===== config.mk =====
export PLATFORM = sky130hd
export DESIGN_NAME = fcv_sequencer
export DESIGN_NICKNAME = d
export VERILOG_FILES = /design/src/common/fcv_pkg.sv /design/src/hw/fcv_arr_port.sv /design/src/hw/fcv_sequencer.sv
export SDC_FILE = /design/constraint.sdc
export NUM_CORES = 1
export LEC_CHECK = 0
export BUFFER_PORTS_ARGS = -buffer_cell sky130_fd_sc_hd__buf_2
export CELL_PAD_IN_SITES_DETAIL_PLACEMENT = 1
export CELL_PAD_IN_SITES_GLOBAL_PLACEMENT = 2
export CORE_MARGIN = 4
export CORE_UTILIZATION = 40
export CTS_BUF_LIST = sky130_fd_sc_hd__clkbuf_8
export DETAILED_ROUTE_END_ITERATION = 10
export PLACE_DENSITY = 0.91
export SLEW_MARGIN = 20
export SYNTH_ARGS = -nofsm -noshare
export SYNTH_HDL_FRONTEND = slang
export SYNTH_SLANG_ARGS = --single-unit

===== constraint.sdc =====
create_clock -name mclk_i -period 6.6 [get_ports mclk_i]
set_input_delay 0 -clock mclk_i [delete_from_list [all_inputs] [get_ports mclk_i]]
set_output_delay 0 -clock mclk_i [all_outputs]
set_load 0.01 [all_outputs]

===== src/common/fcv_pkg.sv =====
// Shared constants and types of the flash command sequencer
package fcv_pkg;

  // ---------------------------------------------------------------
  // Register byte offsets
  // ---------------------------------------------------------------
  localparam logic [4:0] OFF_STATUS = 5'h00;
  localparam logic [4:0] OFF_INDEX = 5'h04;
  localparam logic [4:0] OFF_BUFWORD = 5'h08;
  localparam logic [4:0] OFF_PERMIT = 5'h0c;
  localparam logic [4:0] OFF_PROT = 5'h10;

  // ---------------------------------------------------------------
  // Status and control field positions
  // ---------------------------------------------------------------
  localparam int ST_CMPL = 7;
  localparam int ST_ACC_ERR = 5;
  localparam int ST_PROT_VIOL = 4;
  localparam int ST_MGS1 = 1;
  localparam int ST_MGS0 = 0;
  localparam int PRM_EV = 0;
  localparam int PRM_RO = 1;
  localparam int PRM_PG = 2;
  localparam int PROT_EN = 31;
  localparam logic [2:0] PERMIT_RST = 3'h7;

  // ---------------------------------------------------------------
  // Commands and buffer layout
  // ---------------------------------------------------------------
  localparam logic [7:0] CMD_EV = 8'h03;
  localparam logic [7:0] CMD_RO = 8'h04;
  localparam logic [7:0] CMD_PG = 8'h06;
  localparam logic [2:0] IX_EV = 3'h2;
  localparam logic [2:0] IX_RO = 3'h1;
  localparam logic [2:0] IX_PG = 3'h5;
  localparam int BUF_WORDS = 6;
  localparam int BW_CMD = 0;
  localparam int BW_LO = 1;
  localparam int BW_CNT = 2;
  localparam int BW_DATA = 2;
  localparam logic [15:0] RO_MAX_IX = 16'h0007;

  // ---------------------------------------------------------------
  // Array geometry
  // ---------------------------------------------------------------
  localparam int PF_BLK_LSB = 18;
  localparam logic [4:0] PF_BLK_SEL = 5'h1f;
  localparam logic [19:0] SECT_BYTES = 20'h4_0000;
  localparam logic [22:0] PHRASE_BYTES = 23'h00_0008;
  localparam logic [63:0] ERASED = 64'hffff_ffff_ffff_ffff;
  localparam logic [15:0] FETCH_INVALID = 16'h0000;

  typedef enum logic [6:0] {
    ST_IDLE  = 7'h01,
    ST_CHECK = 7'h02,
    ST_EVRD  = 7'h04,
    ST_RORD  = 7'h08,
    ST_PGWR  = 7'h10,
    ST_PGRD  = 7'h20,
    ST_DONE  = 7'h40
  } fcv_state_t;

  typedef struct packed {
    logic we;
    logic info;
    logic [22:0] addr;
    logic [63:0] wdata;
  } fcv_arr_req_t;

  typedef struct packed {
    logic [63:0] rdata;
    logic err;
    logic uncorr;
  } fcv_arr_rsp_t;

  function automatic logic fcv_in_pflash(input logic [22:0] addr);
    return addr[22:PF_BLK_LSB] == PF_BLK_SEL;
  endfunction

endpackage


===== src/hw/fcv_arr_port.sv =====
// Single-transfer array access port with request held until acknowledge
module fcv_arr_port (
  input wire logic mclk_i,
  input wire logic reset_n_i,
  input wire logic start_i,
  input wire fcv_pkg::fcv_arr_req_t cmd_i,
  input wire logic arr_ack_i,
  input wire fcv_pkg::fcv_arr_rsp_t arr_rsp_i,
  output logic arr_valid_o,
  output fcv_pkg::fcv_arr_req_t arr_req_o,
  output logic done_o,
  output fcv_pkg::fcv_arr_rsp_t rsp_o
);

  logic valid_d;
  logic take;

  assign take = arr_valid_o && arr_ack_i;
  assign valid_d = start_i || (arr_valid_o && !arr_ack_i);

  always_ff @(posedge mclk_i)
  begin
    if (!reset_n_i)
    begin
      arr_valid_o <= 1'b0;
      arr_req_o <= '0;
      done_o <= 1'b0;
      rsp_o <= '0;
    end
    else
    begin
      arr_valid_o <= valid_d;
      done_o <= take;
      if (start_i)
        arr_req_o <= cmd_i;
      if (take)
        rsp_o <= arr_rsp_i;
    end
  end

endmodule // fcv_arr_port


===== src/hw/fcv_sequencer.sv =====
// Flash command sequencer: section erase-verify, one-time read, phrase program
// Function
// - Erase-verify: word0 command and address high, word1 address low, word2 count.
// - Erase-verify range crossing a 256 Kbyte boundary raises access error.
// - Erase-verify launched with index other than 010 raises access error.
// - Erase-verify start address with nonzero low three bits raises access error.
// - Erase-verify address outside the program array raises access error.
// - Command not permitted in current mode raises access error, not executed.
// - Array read errors set verify error; uncorrectable errors set second bit.
// - Clearing complete flag launches; flag stays clear until operation ends.
// - One-time read: word0 command, word1 phrase index 0-7, words2-5 results.
// - One-time read writes four fetched 16-bit words into buffer words.
// - One-time read launched with index other than 001 raises access error.
// - One-time read phrase index above seven raises access error.
// - Program array fetches return invalid data while one-time read runs.
// - One-time field is eight phrases in block 0 information region.
// - Program: word0 command and address high, word1 address low, words2-5 data.
// - Program writes the phrase, then reads back and compares.
// - Illegal command sequence raises access error and is not processed.
// - Program launched with index other than 101 raises access error.
// - Program into protected region raises protection violation, no write.
module fcv_sequencer (
  input wire logic mclk_i,
  input wire logic reset_n_i,
  input wire logic [4:0] avs_address_i,
  input wire logic avs_read_i,
  input wire logic avs_write_i,
  input wire logic [31:0] avs_writedata_i,
  input wire logic [3:0] avs_byteenable_i,
  output logic [31:0] avs_readdata_o,
  output logic avs_waitrequest_o,
  output logic arr_valid_o,
  output fcv_pkg::fcv_arr_req_t arr_req_o,
  input wire logic arr_ack_i,
  input wire fcv_pkg::fcv_arr_rsp_t arr_rsp_i,
  input wire logic [22:0] fetch_addr_i,
  input wire logic [15:0] fetch_rdata_i,
  output logic [15:0] fetch_rdata_o,
  output logic fetch_invalid_o
);

  // ---------------------------------------------------------------
  // State
  // ---------------------------------------------------------------
  fcv_pkg::fcv_state_t st_q, st_d;
  logic [15:0] buf_q [fcv_pkg::BUF_WORDS];
  logic [2:0] ix_q;
  logic [2:0] permit_q;
  logic prot_en_q;
  logic [22:0] prot_bound_q;
  logic cmpl_q, acc_err_q, prot_viol_q, mgs1_q, mgs0_q;
  logic [22:0] cur_addr_q;
  logic [15:0] cnt_q;
  logic [31:0] rdata_q;
  logic wait_q;
  logic [15:0] fetch_q;
  logic fetch_inv_q;

  // ---------------------------------------------------------------
  // Bus decode
  // ---------------------------------------------------------------
  wire req = (avs_read_i || avs_write_i) && wait_q;
  wire wr = avs_write_i && !wait_q && avs_byteenable_i[0];
  wire idle = st_q == fcv_pkg::ST_IDLE;
  wire wr_status = wr && avs_address_i == fcv_pkg::OFF_STATUS && idle;
  wire wr_index = wr && avs_address_i == fcv_pkg::OFF_INDEX && idle;
  wire wr_buf = wr && avs_address_i == fcv_pkg::OFF_BUFWORD && idle
                && 32'(ix_q) < fcv_pkg::BUF_WORDS;
  wire wr_permit = wr && avs_address_i == fcv_pkg::OFF_PERMIT;
  wire wr_prot = wr && avs_address_i == fcv_pkg::OFF_PROT;
  // Launch only from a clean state; stale errors must be cleared first
  wire launch = wr_status && avs_writedata_i[fcv_pkg::ST_CMPL] && cmpl_q
                && !acc_err_q && !prot_viol_q;
  wire clr_acc = wr_status && avs_writedata_i[fcv_pkg::ST_ACC_ERR];
  wire clr_fpv = wr_status && avs_writedata_i[fcv_pkg::ST_PROT_VIOL];

  wire [7:0] status_w = {cmpl_q, 1'b0, acc_err_q, prot_viol_q, 2'b00, mgs1_q, mgs0_q};
  wire [15:0] buf_rd = (32'(ix_q) < fcv_pkg::BUF_WORDS) ? buf_q[ix_q] : 16'h0000;
  logic [31:0] rd_mux;
  always_comb
  begin
    unique case (avs_address_i)
      fcv_pkg::OFF_STATUS: rd_mux = {24'h00_0000, status_w};
      fcv_pkg::OFF_INDEX: rd_mux = {29'h0000_0000, ix_q};
      fcv_pkg::OFF_BUFWORD: rd_mux = {16'h0000, buf_rd};
      fcv_pkg::OFF_PERMIT: rd_mux = {29'h0000_0000, permit_q};
      fcv_pkg::OFF_PROT: rd_mux = {prot_en_q, 8'h00, prot_bound_q};
      default: rd_mux = 32'h0000_0000;
    endcase
  end

  // ---------------------------------------------------------------
  // Command decode and launch checks
  // ---------------------------------------------------------------
  wire [7:0] cmd = buf_q[fcv_pkg::BW_CMD][15:8];
  wire [22:0] op_addr = {buf_q[fcv_pkg::BW_CMD][6:0], buf_q[fcv_pkg::BW_LO]};
  wire [15:0] ev_cnt = buf_q[fcv_pkg::BW_CNT];
  wire is_ev = cmd == fcv_pkg::CMD_EV;
  wire is_ro = cmd == fcv_pkg::CMD_RO;
  wire is_pg = cmd == fcv_pkg::CMD_PG;
  wire addr_bad = !fcv_pkg::fcv_in_pflash(op_addr);
  wire misalign = op_addr[2:0] != 3'h0;
  // End of range measured inside the current 256 Kbyte section
  wire [19:0] ev_end = 20'(op_addr[17:0]) + 20'({ev_cnt, 3'h0});
  wire ev_cross = ev_end > fcv_pkg::SECT_BYTES;
  wire ev_err = ix_q != fcv_pkg::IX_EV || !permit_q[fcv_pkg::PRM_EV] || addr_bad
                || misalign || ev_cross || ev_cnt == 16'h0000;
  wire ro_err = ix_q != fcv_pkg::IX_RO || !permit_q[fcv_pkg::PRM_RO]
                || buf_q[fcv_pkg::BW_LO] > fcv_pkg::RO_MAX_IX;
  wire pg_err = ix_q != fcv_pkg::IX_PG || !permit_q[fcv_pkg::PRM_PG] || addr_bad
                || misalign;
  wire pg_prot = prot_en_q && op_addr >= prot_bound_q;
  wire cmd_err = is_ev ? ev_err : is_ro ? ro_err : is_pg ? pg_err : 1'b1;
  wire chk = st_q == fcv_pkg::ST_CHECK;
  wire go = chk && !cmd_err && !(is_pg && pg_prot);

  // ---------------------------------------------------------------
  // Array access
  // ---------------------------------------------------------------
  logic arr_done;
  fcv_pkg::fcv_arr_rsp_t rsp;
  fcv_pkg::fcv_arr_req_t arr_cmd;
  wire ev_last = cnt_q == 16'h0001;
  wire ev_next = st_q == fcv_pkg::ST_EVRD && arr_done && !ev_last;
  wire pg_back = st_q == fcv_pkg::ST_PGWR && arr_done;
  wire arr_start = go || ev_next || pg_back;
  // One-time field sits in the information region, phrase index times eight
  wire [22:0] ro_addr = {17'h0_0000, buf_q[fcv_pkg::BW_LO][2:0], 3'h0};
  wire [63:0] pg_data = {buf_q[fcv_pkg::BW_DATA], buf_q[fcv_pkg::BW_DATA + 1],
                         buf_q[fcv_pkg::BW_DATA + 2], buf_q[fcv_pkg::BW_DATA + 3]};

  always_comb
  begin
    arr_cmd.we = go && is_pg;
    arr_cmd.info = go && is_ro;
    arr_cmd.wdata = pg_data;
    if (ev_next)
      arr_cmd.addr = cur_addr_q + fcv_pkg::PHRASE_BYTES;
    else if (pg_back)
      arr_cmd.addr = cur_addr_q;
    else
      arr_cmd.addr = is_ro ? ro_addr : op_addr;
  end

  fcv_arr_port u_port (
    .mclk_i(mclk_i),
    .reset_n_i(reset_n_i),
    .start_i(arr_start),
    .cmd_i(arr_cmd),
    .arr_ack_i(arr_ack_i),
    .arr_rsp_i(arr_rsp_i),
    .arr_valid_o(arr_valid_o),
    .arr_req_o(arr_req_o),
    .done_o(arr_done),
    .rsp_o(rsp)
  );

  // Erased means every bit one; program verify compares with the data sent
  wire not_erased = rsp.rdata != fcv_pkg::ERASED;
  wire mismatch = rsp.rdata != pg_data;
  wire rd_chk = arr_done && (st_q == fcv_pkg::ST_EVRD || st_q == fcv_pkg::ST_RORD
                || st_q == fcv_pkg::ST_PGRD);
  // An uncorrectable error counts as an error as well
  wire set_mgs1 = rd_chk && (rsp.err || rsp.uncorr || (st_q == fcv_pkg::ST_EVRD && not_erased)
                  || (st_q == fcv_pkg::ST_PGRD && mismatch));
  wire set_mgs0 = rd_chk && rsp.uncorr;
  wire ro_wb = st_q == fcv_pkg::ST_RORD && arr_done;

  // ---------------------------------------------------------------
  // Sequencer
  // ---------------------------------------------------------------
  always_comb
  begin
    st_d = st_q;
    unique case (st_q)
      fcv_pkg::ST_IDLE: if (launch) st_d = fcv_pkg::ST_CHECK;
      fcv_pkg::ST_CHECK:
      begin
        if (!go)
          st_d = fcv_pkg::ST_DONE;
        else if (is_ev)
          st_d = fcv_pkg::ST_EVRD;
        else if (is_ro)
          st_d = fcv_pkg::ST_RORD;
        else
          st_d = fcv_pkg::ST_PGWR;
      end
      fcv_pkg::ST_EVRD: if (arr_done && ev_last) st_d = fcv_pkg::ST_DONE;
      fcv_pkg::ST_RORD: if (arr_done) st_d = fcv_pkg::ST_DONE;
      fcv_pkg::ST_PGWR: if (arr_done) st_d = fcv_pkg::ST_PGRD;
      fcv_pkg::ST_PGRD: if (arr_done) st_d = fcv_pkg::ST_DONE;
      fcv_pkg::ST_DONE: st_d = fcv_pkg::ST_IDLE;
      default: st_d = fcv_pkg::ST_IDLE;
    endcase
  end

  always_ff @(posedge mclk_i)
  begin
    if (!reset_n_i)
    begin
      st_q <= fcv_pkg::ST_IDLE;
      cmpl_q <= 1'b1;
      acc_err_q <= 1'b0;
      prot_viol_q <= 1'b0;
      mgs1_q <= 1'b0;
      mgs0_q <= 1'b0;
      cur_addr_q <= '0;
      cnt_q <= '0;
    end
    else
    begin
      st_q <= st_d;
      cmpl_q <= (cmpl_q && !launch) || st_q == fcv_pkg::ST_DONE;
      // Access and protection flags only change while idle or checking, so set and clear never meet
      acc_err_q <= (acc_err_q && !clr_acc) || (chk && cmd_err);
      prot_viol_q <= (prot_viol_q && !clr_fpv)
                     || (chk && !cmd_err && is_pg && pg_prot);
      mgs1_q <= (mgs1_q && !launch) || set_mgs1;
      mgs0_q <= (mgs0_q && !launch) || set_mgs0;
      if (go)
      begin
        cur_addr_q <= is_ro ? ro_addr : op_addr;
        cnt_q <= ev_cnt;
      end
      else if (ev_next)
      begin
        cur_addr_q <= arr_cmd.addr;
        cnt_q <= cnt_q - 16'h0001;
      end
    end
  end

  // ---------------------------------------------------------------
  // Registers and command buffer
  // ---------------------------------------------------------------
  always_ff @(posedge mclk_i)
  begin
    if (!reset_n_i)
    begin
      ix_q <= '0;
      permit_q <= fcv_pkg::PERMIT_RST;
      prot_en_q <= 1'b0;
      prot_bound_q <= '0;
      for (int i = 0; i < fcv_pkg::BUF_WORDS; i++)
        buf_q[i] <= '0;
    end
    else
    begin
      if (wr_index)
        ix_q <= avs_writedata_i[2:0];
      if (wr_permit)
        permit_q <= avs_writedata_i[2:0];
      if (wr_prot)
      begin
        prot_en_q <= avs_writedata_i[fcv_pkg::PROT_EN];
        prot_bound_q <= avs_writedata_i[22:0];
      end
      if (wr_buf)
        buf_q[ix_q] <= avs_writedata_i[15:0];
      if (ro_wb)
        for (int w = 0; w < 4; w++)
          buf_q[fcv_pkg::BW_DATA + w] <= rsp.rdata[63 - 16 * w -: 16];
    end
  end

  // ---------------------------------------------------------------
  // Bus answer and fetch path
  // ---------------------------------------------------------------
  wire ro_busy = st_q == fcv_pkg::ST_RORD;
  wire fetch_bad = ro_busy && fcv_pkg::fcv_in_pflash(fetch_addr_i);

  always_ff @(posedge mclk_i)
  begin
    if (!reset_n_i)
    begin
      wait_q <= 1'b1;
      rdata_q <= '0;
      fetch_q <= '0;
      fetch_inv_q <= 1'b0;
    end
    else
    begin
      wait_q <= !req;
      if (req)
        rdata_q <= rd_mux;
      fetch_q <= fetch_bad ? fcv_pkg::FETCH_INVALID : fetch_rdata_i;
      fetch_inv_q <= fetch_bad;
    end
  end

  assign avs_waitrequest_o = wait_q;
  assign avs_readdata_o = rdata_q;
  assign fetch_rdata_o = fetch_q;
  assign fetch_invalid_o = fetch_inv_q;
endmodule // fcv_sequencer


==> metrics.md <==
| Metric | Value |
|---|---|
| Top cell type's share of synthesized area | `28.6%` |
| Drt via density | `5.98` |
| Largest net degree at the start of global routing | `95` |
| Cell Pwr Density | `approximately 220 nW/um2` |
| Drt initial violations | `about 1700` |
| HP Class | `in -> reg` |
| Clock Root Buffer | `clkbuf_8` |
| Clock tree buffer depth | `3` |
| Die Wd | `around 230 um` |
| Max cap viols | `0` |
| Resized cells post-CTS | `0` |
| First-pass GRT wire length | `about 120000 um` |
| Worst Path Required | `about 7.2 ns` |
| Yosys reg bits | `just over 400` |
| Area Overhead vs Synth | `22.9%` |
| Sw Ratio | `between 20% and 30%` |
| RD Place Congestion | `between 0.9 and 1` |
| Number of filler cells placed in the layout | `5566` |
| Avg Inst Size Synth | `between 9 and 10 um2` |
| Synth cell types | `83` |
| Crit end category | `flip-flop` |
| Final WL | `80200 um` |
| Mapped Cells | `between 1500 and 2000` |
| Crit path DAT | `between 5 and 6 ns` |
| Port Buffers | `~250` |
| Area leader, netlist | `dfxtp_1` |
| Synth Flop Type | `dfxtp_1` |
| Die Y | `230 um` |
| FMAX | `approximately 210 MHz` |
| CTS tree | `built` |
| Crit path launch type | `flip-flop` |
| DRT antenna net count | `0` |
| Antenna Cells | `0` |
| H-tree depth | `3` |
| Share of post-route cells with drive strength above 1 | `about a fifth` |
| Pint | `between 4 and 5 mW` |
| Post-DP HPWL | `56200 um` |
| Setup TNS Final | `0 ns` |
| Critical path type | `reg -> reg` |
| Clock latency on the worst-skew pair | `between 0.6 and 0.7 ns` |
| Yosys warning count | `0` |
| Most common cell in the netlist | `nand2_1` |
| Post-route core utilization | `approximately half` |
| Gr usage total | `slightly below 30%` |
| Hold Buf Count CTS | `~120` |
| EDFF count, synth | `128` |
| Combinational power share | `6.5%` |
| Total CTS buffers | `74` |
| Starting Density | `40.4%` |
| Ys async rst share | `0%` |
| Top cells by count, synth | `293 x nand2_1, 283 x dfxtp_1, 140 x a21oi_1` |
| Leakage | `~10 nW` |
| Clock tree sinks | `approximately 410` |
| Drt pass-1 iters | `6` |
| Setup violations, final | `0` |
| Worst-path fanout max | `a little over 50` |
| Clock skew | `approximately 0.060 ns` |
| Vias | `between 15000 and 20000` |
| Initial antenna violation count | `0` |
| Clock share of power | `43.8%` |
| Slew @ Worst Pin | `1.14 ns` |
| FP Rows | `81` |
| I/O pin count | `291` |
| DIE AREA | `roughly 53000 um2` |
| Post-CTS setup buffers | `0` |
| Fin. max-slew vios | `0` |
| Final hold viol count | `0` |
| Worst rel slew slack | `24.0%` |
| GRT overflow | `0` |
| Core area | `49000 um2` |
| DRC errors left | `0` |
| Net Switching | `~1.4 mW` |
| Avg WL per Cell | `26.0 um` |
| Fin nets | `roughly 2600` |
| Clock transition at the registers of the reported paths | `about 0.06 ns` |
| Vias in the first global route | `19000` |
| Fin crit share | `72.7%` |
| Hold_ws | `0.0579 ns` |
| Synth top area cells | `dfxtp_1 29%, edfxtp_1 19%, nand2_1 5.6%` |
| Sequential fraction of the synthesis area | `between 40 and 50%` |
| Max VDD drop | `approximately 0.14 mV` |
| Status | `complete, no violations` |
| Sequential Power Share | `between 40% and 50%` |
| Unrepaired setup endpoints after global routing | `no` |
| Final worst path period need | `4.80 ns` |
| Mapped Area | `19800 um2` |
## power groups by stage
stage / registers (mW) / clock network (mW) / logic, mW
finish: 2.70 / 2.38 / 0.355
global route: 2.70 / 2.56 / 0.379
CTS: 2.70 / 2.43 / 0.347
detailed placement: 2.75 / 0 / 0.290
global placement: 2.75 / 0 / 0.284
floorplan: 2.73 / 0 / 0.154
## final timing paths
kind,cells after the start,end,slack (ns),startpoint
worst min register to register,2,cur_addr_q[2],0.44,cur_addr_q[2]
worst max-delay path,13,u_port.arr_req_o[43],1.80,buf_q[2][0]
worst max register to register,13,u_port.arr_req_o[43],1.80,buf_q[2][0]
worst min-delay path,3,fetch_invalid_o,0.06,fetch_addr_i[22]
## cell families (layout without fill, tap and decap cells)
logic type,count (synthesis),count (layout),synth area share (%)
other cells,1,40,0.0190
mux,69,69,5.53
compound gates,514,514,18.5
simple gates,667,667,16.4
flops,411,411,48.1
xor+xnor,100,100,4.43
buf+inv,194,578,4.28
fa+ha+maj,42,42,2.69
## worst max-delay path, stage by stage (launching register included)
cell and delay, ns:
edfxtp_1 0.58, ha_1 0.31, fa_1 0.42, a21o_1 0.24
a221o_1 0.34, a222oi_1 0.45, a21o_1 0.21, o21a_1 0.14
nor3b_1 0.18, a32o_1 0.21, buf_4 0.30, a21o_2 0.66
buf_12 0.32, a32o_1 0.21
## per-stage QoR
stage | total power, mW | worst slack [ns] | area (um2) | cells
after floorplan | 2.88 | 3.12 | 19900 | 2037
after global placement | 3.04 | 1.94 | 21600 | 2828
after detailed placement | 3.04 | 1.96 | 21600 | 2828
after CTS | 5.48 | 1.91 | 24300 | 3085
after global routing | 5.64 | 1.64 | 24300 | 3085
final | 5.44 | 1.80 | 24300 | 3085
## metal layers
metal / GRT usage, % / vias to the layer above / wire [um]
met3: 5.90 / 226 / 6900
met1: 36.4 / 9129 / 31100
met2: 48.5 / 953 / 37700
met4: 15.7 / 0 / 4500
met5: 0 / - / 0
li1: - / 8133 / -
## final cells by class
class / count / area [um2] / share of cell area (%)
timing repair buffer: 407 / 2750 / 11.3
clock buffer: 87 / 1200 / 4.93
inverter: 36 / 138 / 0.566
sequential: 411 / 9510 / 39.1
multi-input combinational: 1432 / 9620 / 39.6
clock inverter: 48 / 255 / 1.05
tap: 664 / 831 / 3.42
## registers in the layout, summed over array words and instances (netlist names), 3 cells and up, named ones only
signal            cells
buf_q               128
u_port.arr_req_o     89
u_port.rsp_o         66
avs_readdata_o       24
cur_addr_q           23
prot_bound_q         23
cnt_q                16
fetch_rdata_o        16
st_q                  7
ix_q                  3
permit_q              3
## cells in the final DEF, fill, tap and decap left out, types with 13 or more instances in the layout
cell	synthesis	final
nor3_1	23	22
nand3_1	58	58
a211oi_1	34	33
buf_2	19	252
a22o_1	64	64
buf_4	11	31
and2_1	24	23
a32o_1	66	66
nor4_1	31	31
mux2i_1	34	34
nor2_1	84	84
edfxtp_1	128	128
o211ai_1	27	27
o21ai_1	20	20
a21oi_1	140	139
o21ai_0	47	46
a21o_1	14	13
nand2_1	293	292
inv_1	36	67
and3_1	52	51
dfxtp_1	283	281
mux4_2	32	32
dlygate4sd3_1	0	122
clkbuf_8	0	87
nand4_1	35	35
ha_1	41	41
xor2_1	67	67
a22oi_1	17	17
conb_1	1	40
xnor2_1	33	33
No activity file was read; power rests on OpenSTA's default activity.
